===== config.mk =====
export PLATFORM = sky130hd
export DESIGN_NAME = psfs_top
export DESIGN_NICKNAME = d
export VERILOG_FILES = /design/src/psfs_top.v
export VERILOG_INCLUDE_DIRS = /design/src /design/src/include
export SDC_FILE = /design/constraint.sdc
export NUM_CORES = 2
export LEC_CHECK = 0
export BUFFER_PORTS_ARGS = -buffer_cell sky130_fd_sc_hd__buf_4
export CORE_UTILIZATION = 23
export CTS_BUF_LIST = sky130_fd_sc_hd__clkbuf_8
export DETAILED_ROUTE_END_ITERATION = 8
export SLEW_MARGIN = 25
export SYNTH_ARGS = -nofsm -noshare
export SYNTH_HDL_FRONTEND = slang
export SYNTH_SLANG_ARGS = --single-unit

===== constraint.sdc =====
create_clock -name clock_i -period 98.1 [get_ports clock_i]
set_input_delay 4.905 -clock clock_i [delete_from_list [all_inputs] [get_ports clock_i]]
set_output_delay 4.905 -clock clock_i [all_outputs]
set_load 0.02 [all_outputs]

===== src/include/psfs_consts.vh =====
`ifndef PSFS_CONSTS_VH
`define PSFS_CONSTS_VH
`define PSFS_A_CFG      8'h00
`define PSFS_A_FLT      8'h04
`define PSFS_A_MASKA    8'h08
`define PSFS_A_MASKB    8'h0C
`define PSFS_A_MASKSD   8'h10
`define PSFS_A_PIN      8'h14
`define PSFS_A_RETRY    8'h18
`define PSFS_A_LL       8'h1C
`define PSFS_A_TRANS    8'h20
`define PSFS_A_OC       8'h24
`define PSFS_A_TEMP     8'h28
`define PSFS_A_VOLT     8'h2C
`define PSFS_A_BAL      8'h30
`define PSFS_A_TIME     8'h34
`define PSFS_A_ISUM     8'h38
`define PSFS_A_STATE    8'h3C
`define PSFS_NFLT       11
`define PSFS_F_IUV      0
`define PSFS_F_OOV      1
`define PSFS_F_OUV      2
`define PSFS_F_POC      3
`define PSFS_F_TOC      4
`define PSFS_F_ITA      5
`define PSFS_F_ITS      6
`define PSFS_F_ETA      7
`define PSFS_F_ETS      8
`define PSFS_F_CRC      9
`define PSFS_F_CAL      10
`define PSFS_RST_CFG    32'h000000C6
`define PSFS_RST_MASK   32'h000007FF
`define PSFS_RST_PIN    32'h00000000
`define PSFS_RST_RETRY  32'h00001000
`define PSFS_RST_LL     32'h00000400
`define PSFS_RST_TRANS  32'h00302010
`define PSFS_RST_OC     32'h00F0C0A0
`define PSFS_RST_TEMP   32'h00003228
`define PSFS_RST_VOLT   32'h00104020
`define PSFS_RST_TIME   32'h00800010
`endif


===== src/psfs_top.v =====
`include "psfs_consts.vh"
`default_nettype none
module psfs_top #(
  parameter CW = 12,
  parameter VW = 10
) (
  // Clock and reset.
  input  wire                clock_i,
  input  wire                nrst_i,
  // APB slave.
  input  wire                psel_i,
  input  wire                penable_i,
  input  wire                pwrite_i,
  input  wire [7:0]          paddr_i,
  input  wire [31:0]         pwdata_i,
  output wire [31:0]         prdata_o,
  output wire                pready_o,
  output wire                pslverr_o,
  // Sequencing inputs.
  input  wire                regulator_enable_in_i,
  input  wire                nv_load_done_i,
  input  wire                nv_crc_match_i,
  input  wire                cal_target_met_i,
  input  wire                soft_start_done_i,
  input  wire [7:0]          duty_i,
  // Sensed values from the converters.
  input  wire [VW-1:0]       supply_sense_in_i,
  input  wire [VW-1:0]       output_sense_in_i,
  input  wire [VW-1:0]       voltage_code_i,
  input  wire [6*CW-1:0]     phase_current_sense_in_i,
  input  wire [5:0]          temp_int_i,
  input  wire [5:0]          temp_ext_i,
  // Three-level phase outputs.
  output reg  [5:0]          phase_out_o,
  output reg  [5:0]          phase_oe_o,
  // Alarm pins.
  output reg                 alarm_pin_a_o,
  output reg                 alarm_pin_a_oe_o,
  output reg                 alarm_pin_b_o,
  output reg                 alarm_pin_b_oe_o,
  // Loop adjustments.
  output reg  [4:0]          load_line_offset_o,
  output reg                 load_line_steep_o,
  output reg  [CW+2:0]       isum_filt_o,
  output reg  [6*(CW+3)-1:0] balance_trim_o
);
  localparam [2:0] ST_LOAD = 3'h0;
  localparam [2:0] ST_IDLE = 3'h1;
  localparam [2:0] ST_CAL  = 3'h2;
  localparam [2:0] ST_SS   = 3'h3;
  localparam [2:0] ST_REG  = 3'h4;
  localparam [2:0] ST_WAIT = 3'h5;
  localparam [2:0] ST_HALT = 3'h6;

  // Phase fired in slot k for a given phase count.
  function [2:0] fire_idx;
    input [2:0] n;
    input [2:0] k;
    begin
      if (n < 3'h4) begin
        fire_idx = k;
      end else begin
        case (k)
          3'h0: fire_idx = 3'h0;
          3'h1: fire_idx = 3'h3;
          3'h2: fire_idx = 3'h1;
          3'h3: fire_idx = (n == 3'h4) ? 3'h2 : 3'h4;
          3'h4: fire_idx = 3'h2;
          default: fire_idx = 3'h5;
        endcase
      end
    end
  endfunction

  reg  [31:0] cfg;
  reg  [31:0] mask_a;
  reg  [31:0] mask_b;
  reg  [31:0] mask_sd;
  reg  [31:0] pin_cfg;
  reg  [31:0] retry_dly;
  reg  [31:0] ll_cfg;
  reg  [31:0] trans_cfg;
  reg  [31:0] oc_cfg;
  reg  [31:0] temp_cfg;
  reg  [31:0] volt_cfg;
  reg  [31:0] bal_cfg;
  reg  [31:0] time_cfg;
  reg  [`PSFS_NFLT-1:0] flt_latch;
  reg  [`PSFS_NFLT-1:0] flt_live;
  reg  [2:0]  state;
  reg  [2:0]  next_state;
  reg  [31:0] timer;
  reg         sd_latched;
  reg  [2:0]  en_sync;
  reg         en_q;
  reg  [31:0] rdata;
  reg         cal_timeout;
  reg  [15:0] slot_cnt;
  reg  [2:0]  slot;
  reg  [5:0]  oc_pend;
  reg  [5:0]  oc_skip;
  reg  [CW+2:0] isum;
  reg  [CW+2:0] avg;
  reg  [1:0]  engage;
  reg  [VW-1:0] err;
  reg         over;
  reg  [5:0]  assist;
  reg  [5:0]  next_out;
  reg  [5:0]  next_oe;
  reg  [CW-1:0] ich;
  reg  [CW+2:0] trim;
  reg  [4:0]  boff;
  reg         sd_hit;
  reg         alarm_a;
  reg         alarm_b;
  reg  [6*(CW+3)-1:0] next_trim;
  integer     i;
  integer     ia;
  integer     io;
  integer     ip;
  integer     ib;
  integer     il;

  wire        wr_en     = psel_i & penable_i & pwrite_i;
  wire [2:0]  nph_raw   = (cfg[2:0] < 3'h2) ? 3'h2 : ((cfg[2:0] > 3'h6) ? 3'h6 : cfg[2:0]);
  wire        dis_mode  = cfg[3];
  wire [2:0]  nph       = (dis_mode && nph_raw == 3'h6) ? 3'h5 : nph_raw;
  wire        rec_latch = cfg[4];
  wire        iuv_sd    = cfg[5];
  wire        int_asst  = cfg[6];
  wire        ext_asst  = cfg[7];
  wire        en_lvl    = en_q;
  wire        active    = (state == ST_CAL) || (state == ST_SS) || (state == ST_REG);
  wire        regulating = (state == ST_REG);
  wire [2:0]  slot_nx   = (slot + 3'h1 >= nph) ? 3'h0 : slot + 3'h1;
  wire [2:0]  slot_ph   = fire_idx(nph, slot_nx);
  wire [2:0]  cur_ph    = fire_idx(nph, slot);

  assign pready_o  = 1'b1;
  assign pslverr_o = 1'b0;
  assign prdata_o  = rdata;

  // Three-stage input capture of the enable pin; a change counts once stages two and three agree.
  always @(posedge clock_i or negedge nrst_i) begin
    if (!nrst_i) begin
      en_sync <= 3'h0;
      en_q    <= 1'b0;
    end else begin
      en_sync <= {en_sync[1:0], regulator_enable_in_i};
      if (en_sync[2] == en_sync[1]) begin
        en_q <= en_sync[2];
      end
    end
  end

  // Live fault conditions from the comparators.
  always @* begin
    flt_live = {`PSFS_NFLT{1'b0}};
    flt_live[`PSFS_F_IUV] = supply_sense_in_i < volt_cfg[VW-1:0];
    flt_live[`PSFS_F_OOV] = (state == ST_SS || regulating) &&
                            (output_sense_in_i > voltage_code_i + volt_cfg[23:16]);
    flt_live[`PSFS_F_OUV] = regulating && (output_sense_in_i < volt_cfg[VW+7:8]);
    for (il = 0; il < 6; il = il + 1) begin
      if (phase_current_sense_in_i[il*CW +: CW] > {oc_cfg[7:0], {(CW-8){1'b0}}}) begin
        flt_live[`PSFS_F_POC] = 1'b1;
      end
    end
    flt_live[`PSFS_F_TOC] = isum_filt_o > {oc_cfg[23:16], 7'h00};
    flt_live[`PSFS_F_ITA] = temp_int_i >= temp_cfg[5:0];
    flt_live[`PSFS_F_ITS] = temp_int_i >= temp_cfg[13:8];
    flt_live[`PSFS_F_ETA] = temp_ext_i >= temp_cfg[5:0];
    flt_live[`PSFS_F_ETS] = temp_ext_i >= temp_cfg[13:8];
    flt_live[`PSFS_F_CRC] = nv_load_done_i && !nv_crc_match_i;
    flt_live[`PSFS_F_CAL] = cal_timeout;
  end

  // Input undervoltage forces shutdown only when so configured.
  always @* begin
    sd_hit = |(flt_live & mask_sd[`PSFS_NFLT-1:0] & ~(`PSFS_NFLT'h1 << `PSFS_F_IUV));
    if (iuv_sd && regulating && mask_sd[`PSFS_F_IUV] && flt_live[`PSFS_F_IUV]) begin
      sd_hit = 1'b1;
    end
  end

  // Regulator sequencing.
  always @* begin
    next_state = state;
    case (state)
      ST_LOAD: begin
        if (nv_load_done_i) begin
          next_state = nv_crc_match_i ? ST_IDLE : ST_HALT;
        end
      end
      ST_IDLE: begin
        if (en_lvl && !sd_latched && !flt_live[`PSFS_F_IUV]) begin
          next_state = ST_CAL;
        end
      end
      ST_CAL: begin
        if (!en_lvl || sd_hit || cal_timeout) begin
          next_state = ST_WAIT;
        end else if (cal_target_met_i) begin
          next_state = ST_SS;
        end
      end
      ST_SS: begin
        if (!en_lvl || sd_hit) begin
          next_state = ST_WAIT;
        end else if (soft_start_done_i) begin
          next_state = ST_REG;
        end
      end
      ST_REG: begin
        if (!en_lvl || sd_hit) begin
          next_state = ST_WAIT;
        end
      end
      ST_WAIT: begin
        if (timer >= retry_dly) begin
          next_state = ST_IDLE;
        end
      end
      default: begin
        next_state = ST_HALT;
      end
    endcase
  end

  always @(posedge clock_i or negedge nrst_i) begin
    if (!nrst_i) begin
      state       <= ST_LOAD;
      timer       <= 32'h00000000;
      sd_latched  <= 1'b0;
      cal_timeout <= 1'b0;
    end else begin
      state <= next_state;
      if (next_state != state) begin
        timer <= 32'h00000000;
      end else begin
        timer <= timer + 32'h00000001;
      end
      cal_timeout <= (state == ST_CAL) && (timer >= {16'h0000, time_cfg[31:16]});
      if (!en_lvl) begin
        sd_latched <= 1'b0;
      end else if (active && sd_hit && rec_latch) begin
        sd_latched <= 1'b1;
      end
    end
  end

  // Fault latch: hardware set wins over a write-one-to-clear in the same cycle.
  always @(posedge clock_i or negedge nrst_i) begin
    if (!nrst_i) begin
      flt_latch <= {`PSFS_NFLT{1'b0}};
    end else if (wr_en && paddr_i == `PSFS_A_FLT) begin
      flt_latch <= (flt_latch & ~pwdata_i[`PSFS_NFLT-1:0]) | flt_live;
    end else begin
      flt_latch <= flt_latch | flt_live;
    end
  end

  // Register writes.
  always @(posedge clock_i or negedge nrst_i) begin
    if (!nrst_i) begin
      cfg       <= `PSFS_RST_CFG;
      mask_a    <= `PSFS_RST_MASK;
      mask_b    <= `PSFS_RST_MASK;
      mask_sd   <= `PSFS_RST_MASK;
      pin_cfg   <= `PSFS_RST_PIN;
      retry_dly <= `PSFS_RST_RETRY;
      ll_cfg    <= `PSFS_RST_LL;
      trans_cfg <= `PSFS_RST_TRANS;
      oc_cfg    <= `PSFS_RST_OC;
      temp_cfg  <= `PSFS_RST_TEMP;
      volt_cfg  <= `PSFS_RST_VOLT;
      bal_cfg   <= 32'h00000000;
      time_cfg  <= `PSFS_RST_TIME;
    end else if (wr_en) begin
      if (paddr_i == `PSFS_A_CFG) begin
        cfg <= pwdata_i;
      end else if (paddr_i == `PSFS_A_MASKA) begin
        mask_a <= pwdata_i;
      end else if (paddr_i == `PSFS_A_MASKB) begin
        mask_b <= pwdata_i;
      end else if (paddr_i == `PSFS_A_MASKSD) begin
        mask_sd <= pwdata_i;
      end else if (paddr_i == `PSFS_A_PIN) begin
        pin_cfg <= pwdata_i;
      end else if (paddr_i == `PSFS_A_RETRY) begin
        retry_dly <= pwdata_i;
      end else if (paddr_i == `PSFS_A_LL) begin
        ll_cfg <= pwdata_i;
      end else if (paddr_i == `PSFS_A_TRANS) begin
        trans_cfg <= pwdata_i;
      end else if (paddr_i == `PSFS_A_OC) begin
        oc_cfg <= pwdata_i;
      end else if (paddr_i == `PSFS_A_TEMP) begin
        temp_cfg <= pwdata_i;
      end else if (paddr_i == `PSFS_A_VOLT) begin
        volt_cfg <= pwdata_i;
      end else if (paddr_i == `PSFS_A_BAL) begin
        bal_cfg <= pwdata_i;
      end else if (paddr_i == `PSFS_A_TIME) begin
        time_cfg <= pwdata_i;
      end
    end
  end

  // Register reads; unmapped addresses read zero.
  always @* begin
    rdata = 32'h00000000;
    if (paddr_i == `PSFS_A_CFG) begin
      rdata = cfg;
    end else if (paddr_i == `PSFS_A_FLT) begin
      rdata = {21'h000000, flt_latch};
    end else if (paddr_i == `PSFS_A_MASKA) begin
      rdata = mask_a;
    end else if (paddr_i == `PSFS_A_MASKB) begin
      rdata = mask_b;
    end else if (paddr_i == `PSFS_A_MASKSD) begin
      rdata = mask_sd;
    end else if (paddr_i == `PSFS_A_PIN) begin
      rdata = pin_cfg;
    end else if (paddr_i == `PSFS_A_RETRY) begin
      rdata = retry_dly;
    end else if (paddr_i == `PSFS_A_LL) begin
      rdata = ll_cfg;
    end else if (paddr_i == `PSFS_A_TRANS) begin
      rdata = trans_cfg;
    end else if (paddr_i == `PSFS_A_OC) begin
      rdata = oc_cfg;
    end else if (paddr_i == `PSFS_A_TEMP) begin
      rdata = temp_cfg;
    end else if (paddr_i == `PSFS_A_VOLT) begin
      rdata = volt_cfg;
    end else if (paddr_i == `PSFS_A_BAL) begin
      rdata = bal_cfg;
    end else if (paddr_i == `PSFS_A_TIME) begin
      rdata = time_cfg;
    end else if (paddr_i == `PSFS_A_ISUM) begin
      rdata = {{(32-CW-3){1'b0}}, isum_filt_o};
    end else if (paddr_i == `PSFS_A_STATE) begin
      rdata = {27'h0000000, sd_latched, en_lvl, state};
    end
  end

  // Current sum and average over the active phases.
  always @* begin
    isum = {(CW+3){1'b0}};
    for (i = 0; i < 6; i = i + 1) begin
      if (i < nph) begin
        isum = isum + {3'h0, phase_current_sense_in_i[i*CW +: CW]};
      end
    end
    avg = isum / {{(CW){1'b0}}, nph};
  end

  // Window comparators on the output error.
  always @* begin
    over = output_sense_in_i > voltage_code_i;
    err  = over ? (output_sense_in_i - voltage_code_i) : (voltage_code_i - output_sense_in_i);
    engage = {1'b0, err > {2'h0, trans_cfg[7:0]}} + {1'b0, err > {2'h0, trans_cfg[15:8]}} +
             {1'b0, err > {2'h0, trans_cfg[23:16]}};
    assist = 6'h00;
    for (ia = 0; ia < 3; ia = ia + 1) begin
      if (int_asst && ia < engage && ia < nph) begin
        assist[fire_idx(nph, ia[2:0])] = 1'b1;
      end
    end
  end

  // Slot timing, rotation and per-phase overcurrent blanking.
  always @(posedge clock_i or negedge nrst_i) begin
    if (!nrst_i) begin
      slot_cnt <= 16'h0000;
      slot     <= 3'h0;
      oc_pend  <= 6'h00;
      oc_skip  <= 6'h00;
    end else if (!active) begin
      slot_cnt <= 16'h0000;
      slot     <= 3'h0;
      oc_pend  <= 6'h00;
      oc_skip  <= 6'h00;
    end else begin
      if (slot_cnt >= time_cfg[15:0]) begin
        slot_cnt <= 16'h0000;
        slot <= slot_nx;
        oc_skip[slot_ph] <= oc_pend[slot_ph];
        oc_pend[slot_ph] <= 1'b0;
      end else begin
        slot_cnt <= slot_cnt + 16'h0001;
      end
      // A channel still over its limit sets again over the slot clear.
      for (io = 0; io < 6; io = io + 1) begin
        if (phase_current_sense_in_i[io*CW +: CW] > {oc_cfg[7:0], {(CW-8){1'b0}}}) begin
          oc_pend[io] <= 1'b1;
        end
      end
    end
  end

  // Phase pin levels: high turns the high side on, low the low side, floating neither.
  always @* begin
    next_out = 6'h00;
    next_oe  = 6'h00;
    if (active) begin
      for (ip = 0; ip < 6; ip = ip + 1) begin
        if (ip < nph) begin
          next_oe[ip] = 1'b1;
          next_out[ip] = (ip == cur_ph) && !oc_skip[ip] && (slot_cnt < {8'h00, duty_i});
          if (assist[ip]) begin
            next_out[ip] = !over;
          end
        end
      end
      if (dis_mode) begin
        next_oe[5]  = 1'b1;
        next_out[5] = ext_asst && over && (err > {2'h0, trans_cfg[7:0]});
      end
    end
  end

  always @(posedge clock_i or negedge nrst_i) begin
    if (!nrst_i) begin
      phase_out_o <= 6'h00;
      phase_oe_o  <= 6'h00;
    end else begin
      phase_out_o <= next_out;
      phase_oe_o  <= next_oe;
    end
  end

  // Alarm pins: live OR of unmasked faults, or the latched flags.
  always @* begin
    alarm_a = pin_cfg[0] ? |(flt_latch & mask_a[`PSFS_NFLT-1:0]) : |(flt_live & mask_a[`PSFS_NFLT-1:0]);
    alarm_b = pin_cfg[4] ? |(flt_latch & mask_b[`PSFS_NFLT-1:0]) : |(flt_live & mask_b[`PSFS_NFLT-1:0]);
  end

  // Per-channel balance targets.
  always @* begin
    next_trim = {(6*(CW+3)){1'b0}};
    ich  = {CW{1'b0}};
    boff = 5'h00;
    trim = {(CW+3){1'b0}};
    for (ib = 0; ib < 6; ib = ib + 1) begin
      ich  = phase_current_sense_in_i[ib*CW +: CW];
      boff = bal_cfg[ib*5 +: 5];
      trim = avg - {3'h0, ich} + {{(CW-2){boff[4]}}, boff};
      if (ib < nph) begin
        next_trim[ib*(CW+3) +: (CW+3)] = trim;
      end
    end
  end

  always @(posedge clock_i or negedge nrst_i) begin
    if (!nrst_i) begin
      alarm_pin_a_o      <= 1'b0;
      alarm_pin_a_oe_o   <= 1'b0;
      alarm_pin_b_o      <= 1'b0;
      alarm_pin_b_oe_o   <= 1'b0;
      load_line_offset_o <= 5'h00;
      load_line_steep_o  <= 1'b0;
      isum_filt_o        <= {(CW+3){1'b0}};
      balance_trim_o     <= {(6*(CW+3)){1'b0}};
    end else begin
      alarm_pin_a_o    <= pin_cfg[2] ? 1'b0 : (alarm_a ^ pin_cfg[1]);
      alarm_pin_a_oe_o <= pin_cfg[2] ? (alarm_a ^ ~pin_cfg[1]) : 1'b1;
      alarm_pin_b_o    <= pin_cfg[6] ? 1'b0 : (alarm_b ^ pin_cfg[5]);
      alarm_pin_b_oe_o <= pin_cfg[6] ? (alarm_b ^ ~pin_cfg[5]) : 1'b1;
      load_line_offset_o <= ll_cfg[4:0];
      load_line_steep_o  <= isum_filt_o > {oc_cfg[15:8], 7'h00};
      if (isum >= isum_filt_o) begin
        isum_filt_o <= isum_filt_o + ((isum - isum_filt_o) >> ll_cfg[11:8]);
      end else begin
        isum_filt_o <= isum_filt_o - ((isum_filt_o - isum) >> ll_cfg[11:8]);
      end
      balance_trim_o <= next_trim;
    end
  end
endmodule
`default_nettype wire


# After elaboration in Yosys (flattened, before gate mapping)
# Cells that the tools add are included.
[word_totals]
ff_bits = 626
latch_bits = 0
mem_bits_rw = 0
mem_bits_ro = 0
inputBits = 172
output_inout_bits = 161
word_cells = 391
mem_count = 0
[classes]
addsub = 29
n_mul = 0
n_div = 1
order_cmp = 45
n_eq_ne = 45
n_shift = 2
muxes = 121
n_bitwise = 33
reduce_logical = 76
[ops]
columns = ["cell", "n"]
rows = [
  ["$mux 32", 15],
  ["$mux 15", 13],
  ["$add 15x15->15", 7],
  ["$sub 15x12->15", 6],
  ["$add 15x12->15", 5],
  ["$gt 12x12->1", 6],
  ["$and 11x11->11", 6],
  ["$eq 8x6->1 const B", 8],
  ["$mux 3", 21],
  ["$mux 6", 9],
  ["$mux 1", 46],
  ["$sub 15x15->15", 3],
  ["$reduce_or 11->1", 4],
  ["$logic_and 1x1->1", 37],
  ["$add 32x1->32 const B", 1],
  ["$eq 8x5->1 const B", 4],
  ["$ge 32x16->1", 1],
  ["$ge 32x32->1", 1],
  ["$mux 16", 2],
  ["$gt 10x8->1", 3],
  ["$gt 15x15->1", 2],
  ["$pmux 3 s5", 2],
  ["$shr 15x4->15", 2],
  ["$ge 6x6->1", 4],
  ["other kinds (70)", 144],
]

# Logic depth before layout (Yosys ltp)
[logic_depth]
ltp_word = 22
depth_mapped = 179
mapped_depth_nobuf = 170

# Least setup slack after synthesis
# OpenSTA, ideal clock, no wires.
[synth_timing]
path_type = "input -> register"
start = "input phase_current_sense_in_i[0]"
end = "register balance_trim_o[89]"
setup_time_ps = 133
t_arrival_ps = 38041
required_time_ps = 97967
slack_ps = 59926
path_stages = 174
path_buffers = 9
cell_sequence = "clkbuf_1 ha_1 fa_1 maj3_2 maj3_1 xor2_1 ha_1 a21oi_1 o211ai_2 a21o_1 a21oi_1 xor2_1 nand2_1 o21ai_0 inv_1 ha_1 a2111o_1 o2111ai_1 [138 not listed] buf_6 xnor2_1 ha_1 fa_1 a21o_1 a21o_1 a21o_1 a21oi_1 o21bai_1 a21oi_1 o21bai_1 a21oi_1 o21bai_1 a21oi_1 o21bai_1 a21oi_1 xnor2_1 nor2_1"
[synth_via]
elab_chain_cells = 15
[synth_lines]
columns = ["element", "line", "text"]
rows = [
  ["from (decl)", "psfs_top.v:30", "input wire [6*CW-1:0] phase_current_sense_in_i,"],
  ["$mux 12 (*)", "psfs_top.v:351", "if (i < nph) begin"],
  ["$add 15x12->15", "psfs_top.v:352", "isum = isum + {3'h0, phase_current_sense_in_i[i*CW +: CW]};"],
  ["$mux 15 (*)", "psfs_top.v:351", ""],
  ["$add 15x12->15", "psfs_top.v:352", ""],
  ["$mux 15 (*)", "psfs_top.v:351", ""],
  ["$add 15x12->15", "psfs_top.v:352", ""],
  ["$mux 15 (*)", "psfs_top.v:351", ""],
  ["$add 15x12->15", "psfs_top.v:352", ""],
  ["$mux 15 (*)", "psfs_top.v:351", ""],
  ["$add 15x12->15", "psfs_top.v:352", ""],
  ["$mux 15 (*)", "psfs_top.v:351", ""],
  ["$div 15x3->15 (*)", "psfs_top.v:355", "avg = isum / {{(CW){1'b0}}, nph};"],
  ["$sub 15x12->15 (*)", "psfs_top.v:448", "trim = avg - {3'h0, ich} + {{(CW-2){boff[4]}}, boff};"],
  ["$add 15x15->15 (*)", "psfs_top.v:448", ""],
  ["$mux 15 (*)", "psfs_top.v:449", "if (ib < nph) begin"],
  ["net next_trim[89]", "psfs_top.v:116", "reg [6*(CW+3)-1:0] next_trim;"],
  ["to (signal assigned)", "psfs_top.v:464", "balance_trim_o <= {(6*(CW+3)){1'b0}};"],
  ["to (signal assigned)", "psfs_top.v:477", "balance_trim_o <= next_trim;"],
  ["to (decl)", "psfs_top.v:45", "output reg [6*(CW+3)-1:0] balance_trim_o"],
]
# The timed path passes the listed nets; every way through them passes the cells marked *.
# A chain may end at the register's enable or synchronous reset.

# Worst setup path after layout
[layout_timing]
start = "input phase_current_sense_in_i[12]"
end = "register balance_trim_o[74]"
[layout_via]
elab_chain_cells = 14
[layout_lines]
columns = ["element", "line"]
rows = [
  ["$add 15x12->15 (*)", "psfs_top.v:352"],
  ["$mux 15 (*)", "psfs_top.v:351"],
  ["$add 15x12->15", "psfs_top.v:352"],
  ["$mux 15 (*)", "psfs_top.v:351"],
  ["$add 15x12->15", "psfs_top.v:352"],
  ["$mux 15 (*)", "psfs_top.v:351"],
  ["$add 15x12->15", "psfs_top.v:352"],
  ["$mux 15 (*)", "psfs_top.v:351"],
  ["$add 15x12->15", "psfs_top.v:352"],
  ["$mux 15 (*)", "psfs_top.v:351"],
  ["$div 15x3->15 (*)", "psfs_top.v:355"],
  ["$sub 15x12->15 (*)", "psfs_top.v:448"],
  ["$add 15x15->15 (*)", "psfs_top.v:448"],
  ["$mux 15 (*)", "psfs_top.v:449"],
  ["net next_trim[74]", "psfs_top.v:116"],
]
# Marks and branches as above.

==> run_results.csv <==
group,metric,value,unit
outcome,status,"completed",
global_routing,grt.met2_usage,0.2888,
min_path,min-delay-start,"en_sync[0]",
logic_synthesis,yosysSeqAreaShare,0.3221,
layout,nFillCells,22380,
logic_synthesis,synth_cells,5269,
floorplan,dieArea,0.2143,mm2
global_routing,met1_usage,0.2319,
placed_design,place_area,0.05448,mm2
layout,largest_reg_flops,90,
worst_setup_path,cp_common_cell,"ha_1",
worst_setup_path,critPathKind,"input port to flop",
logic_synthesis,synth_edf_count,0,
cts,cts_root_buffer,"clkbuf_8",
global_routing,grt_max_degree,157,
logic_synthesis,yosysUniqueCellTypes,120,
timing,hold_violations,0,
cts,clk_path_buf_depth,3,
min_path,hold_class,"flop to flop",
worst_setup_path,critical-path-top-delay-family,"simple AND/OR/NAND/NOR gates",
timing,fin_crit,45.71,ns
timing,drv_slew,0,
worst_setup_path,critPathRequiredTime,98.74,ns
cts,cts.sinks,626,
cts,htreeDepth,3,
layout,max_flop_register,"balance_trim_o",
cts,clk_pin_slew,0.06,ns
cts,ctsResizeCount,0,
floorplan,die_y,463.0,um
floorplan,initial_utilization,0.2323,
logic_synthesis,synth.most_common_cell,"dfrtp_1",
layout,nets,6268,
worst_setup_path,startpoint_type,"input port",
logic_synthesis,async_flop_share,1.000,
worst_setup_path,ff2ff_setup_slack,57.15,ns
worst_setup_path,r2r-end,"balance_trim_o[74]",
cts,cts_buffers,105,
placed_design,place_ws,50.96,ns
routing,drtIter0Drc,3701,
global_routing,grt_pass1_wl,284100,um
flow_run,drv_cap,0,
global_routing,antenna_found_initial,25,
logic_synthesis,yosysTopAreaCellShare,0.2893,
timing,maxSlewHeadroom,0.2631,
logic_synthesis,synth_nets,6018,
logic_synthesis,syn_area_per_cell,9.275,um2
cts,postCtsSetupBuffers,0,
logic_synthesis,ys_warn_count,0,
layout,areaGrowthSynthToFinish,16.21,%
routing,detail_route.wl_per_cell,23.28,um
floorplan,core_area,0.2104,mm2
layout,drive_gt1_frac,0.1938,
routing,dr.pass1.iters,8,
worst_setup_path,critical_path.max_stage_delay,0.79,ns
timing,rsz0062_at_grt,"no",
floorplan,rows,168,
timing,finalSetupViolCount,0,
worst_setup_path,arrival,46.36,ns
timing,worst_slack,52.39,ns
placed_design,post-dp-hpwl,154600,um
timing,setup_tns,0,ns
logic_synthesis,synth_seq_cells,626,
layout,fin_util,0.2699,
worst_setup_path,crit_fanout,11,
logic_synthesis,synth.largest_area_cell,"dfrtp_1",
timing,fin_skew,0.1045,ns
floorplan,die_w,463.0,um
placed_design,finalWeightedCongestion,0.9600,
worst_setup_path,rr_worst_depth,160,
placed_design,io_buffers,330,
routing,drt_wl_total,196200,um
routing,vias_per_cell,5.041,
logic_synthesis,synth.cell_area,0.04887,mm2
min_path,hold_end,"en_sync[1]",
logic_synthesis,synthTopCellsByCount,"dfrtp_1, ha_1, inv_1",
worst_setup_path,cp-end-kind,"flop",
routing,vias,42470,
cts,ctsHoldBuffers,0,
global_routing,top_usage_layer,"met2",
global_routing,grt_usage,0.1770,
routing,drtAntennaViolNets,0,
layout,final_cell_area,0.05679,mm2
global_routing,use_met3,0.03516,
worst_setup_path,slowest_stage,"nand3_1",
routing,drc,0,
cts,cts_tree,"done",
global_routing,gr-total-overflow,0,
logic_synthesis,synth_ff_type,"dfrtp_1",
timing,post-route-period-util,0.4660,
min_path,worstHoldPathCells,0,
worst_setup_path,r2r_start,"cfg[1]",
worst_setup_path,path_buf_inv,12,
global_routing,grt_pass1_vias,41820,
cts,insertion_delay,0.90,ns
timing,tightest_slew,1.102,ns
timing,clock.fmax,21.88,MHz
logic_synthesis,synthTopCellsByArea,"dfrtp_1, ha_1, mux2_2, a21oi_1, o21ai_0",
floorplan,ios,333,
layout by cell type (no fill, tap or decap), types with 92 or more instances in the layout:
cell type,instances
buf_4,383
dfrtp_1,565
nor2_1,376
mux2_2,368
nand2_1,331
ha_1,493
xor2_1,100
clkbuf_8,134
a21oi_1,363
inv_1,446
nand2b_1,92
a21o_1,159
o21ai_0,350
xnor2_1,171
worst register-to-register path: cells and delay by family (launching register included):
kind / cells / cell delay, ns
AO/OA/AOI/OAI: 56 / 11.34
XOR/XNOR: 4 / 0.52
adder cells (fa/ha/maj): 19 / 5.96
buffers and inverters: 11 / 2.33
flip-flops: 1 / 0.86
multiplexers: 10 / 3.07
AND/OR/NAND/NOR: 60 / 16.73
kinds of logic after synthesis:
family,Yosys count,synth area share
adder cells (fa/ha/maj),583,0.1619
AO/OA/AOI/OAI,1419,0.1902
AND/OR/NAND/NOR,1247,0.1228
other,2,0.0001537
flip-flops,626,0.3221
multiplexers,440,0.1001
XOR/XNOR,274,0.04970
buffers and inverters,678,0.05302
layer usage:
metal | vias up | share of wire
met5 | - | 0.00050
met4 | 14 | 0.036
met3 | 351 | 0.074
met2 | 1623 | 0.46
met1 | 21210 | 0.43
li1 | 19270 | -
through the flow:
step,std cells,hold slack (ns)
global placement,8215,0.3419
CTS,8409,0.3578
global route,8416,0.3650
floorplan,5269,0.3312
finish,8425,0.3536
detailed placement,8216,0.3396
how the worst max path moves through the flow:
stage / startpoint / endpoint / slack [ns] / depth (start not counted)
floorplan: phase_current_sense_in_i[0] / balance_trim_o[89] / 59.93 / 174
global placement: phase_current_sense_in_i[12] / balance_trim_o[44] / 52.00 / 166
detailed placement: phase_current_sense_in_i[12] / balance_trim_o[74] / 50.96 / 169
CTS: phase_current_sense_in_i[12] / balance_trim_o[74] / 51.77 / 169
global route: phase_current_sense_in_i[12] / balance_trim_o[44] / 49.08 / 167
finish: phase_current_sense_in_i[12] / balance_trim_o[74] / 52.39 / 170
layout make-up:
cell class / count / area [um2] / share of cell area
clock inverters: 59 / 400.4 / 0.007050
clock buffers: 134 / 1844 / 0.03247
repair buffers: 390 / 2984 / 0.05255
multi-input cells: 3965 / 30660 / 0.5398
flip-flops and latches: 626 / 15740 / 0.2772
inverters: 431 / 1618 / 0.02849
well taps: 2805 / 3510 / 0.06180
diodes: 15 / 37.54 / 0.0006610
Power is left out: the tool's default activity adds up to more than one toggle a clock period on the data nets, which glitch-free logic cannot reach.
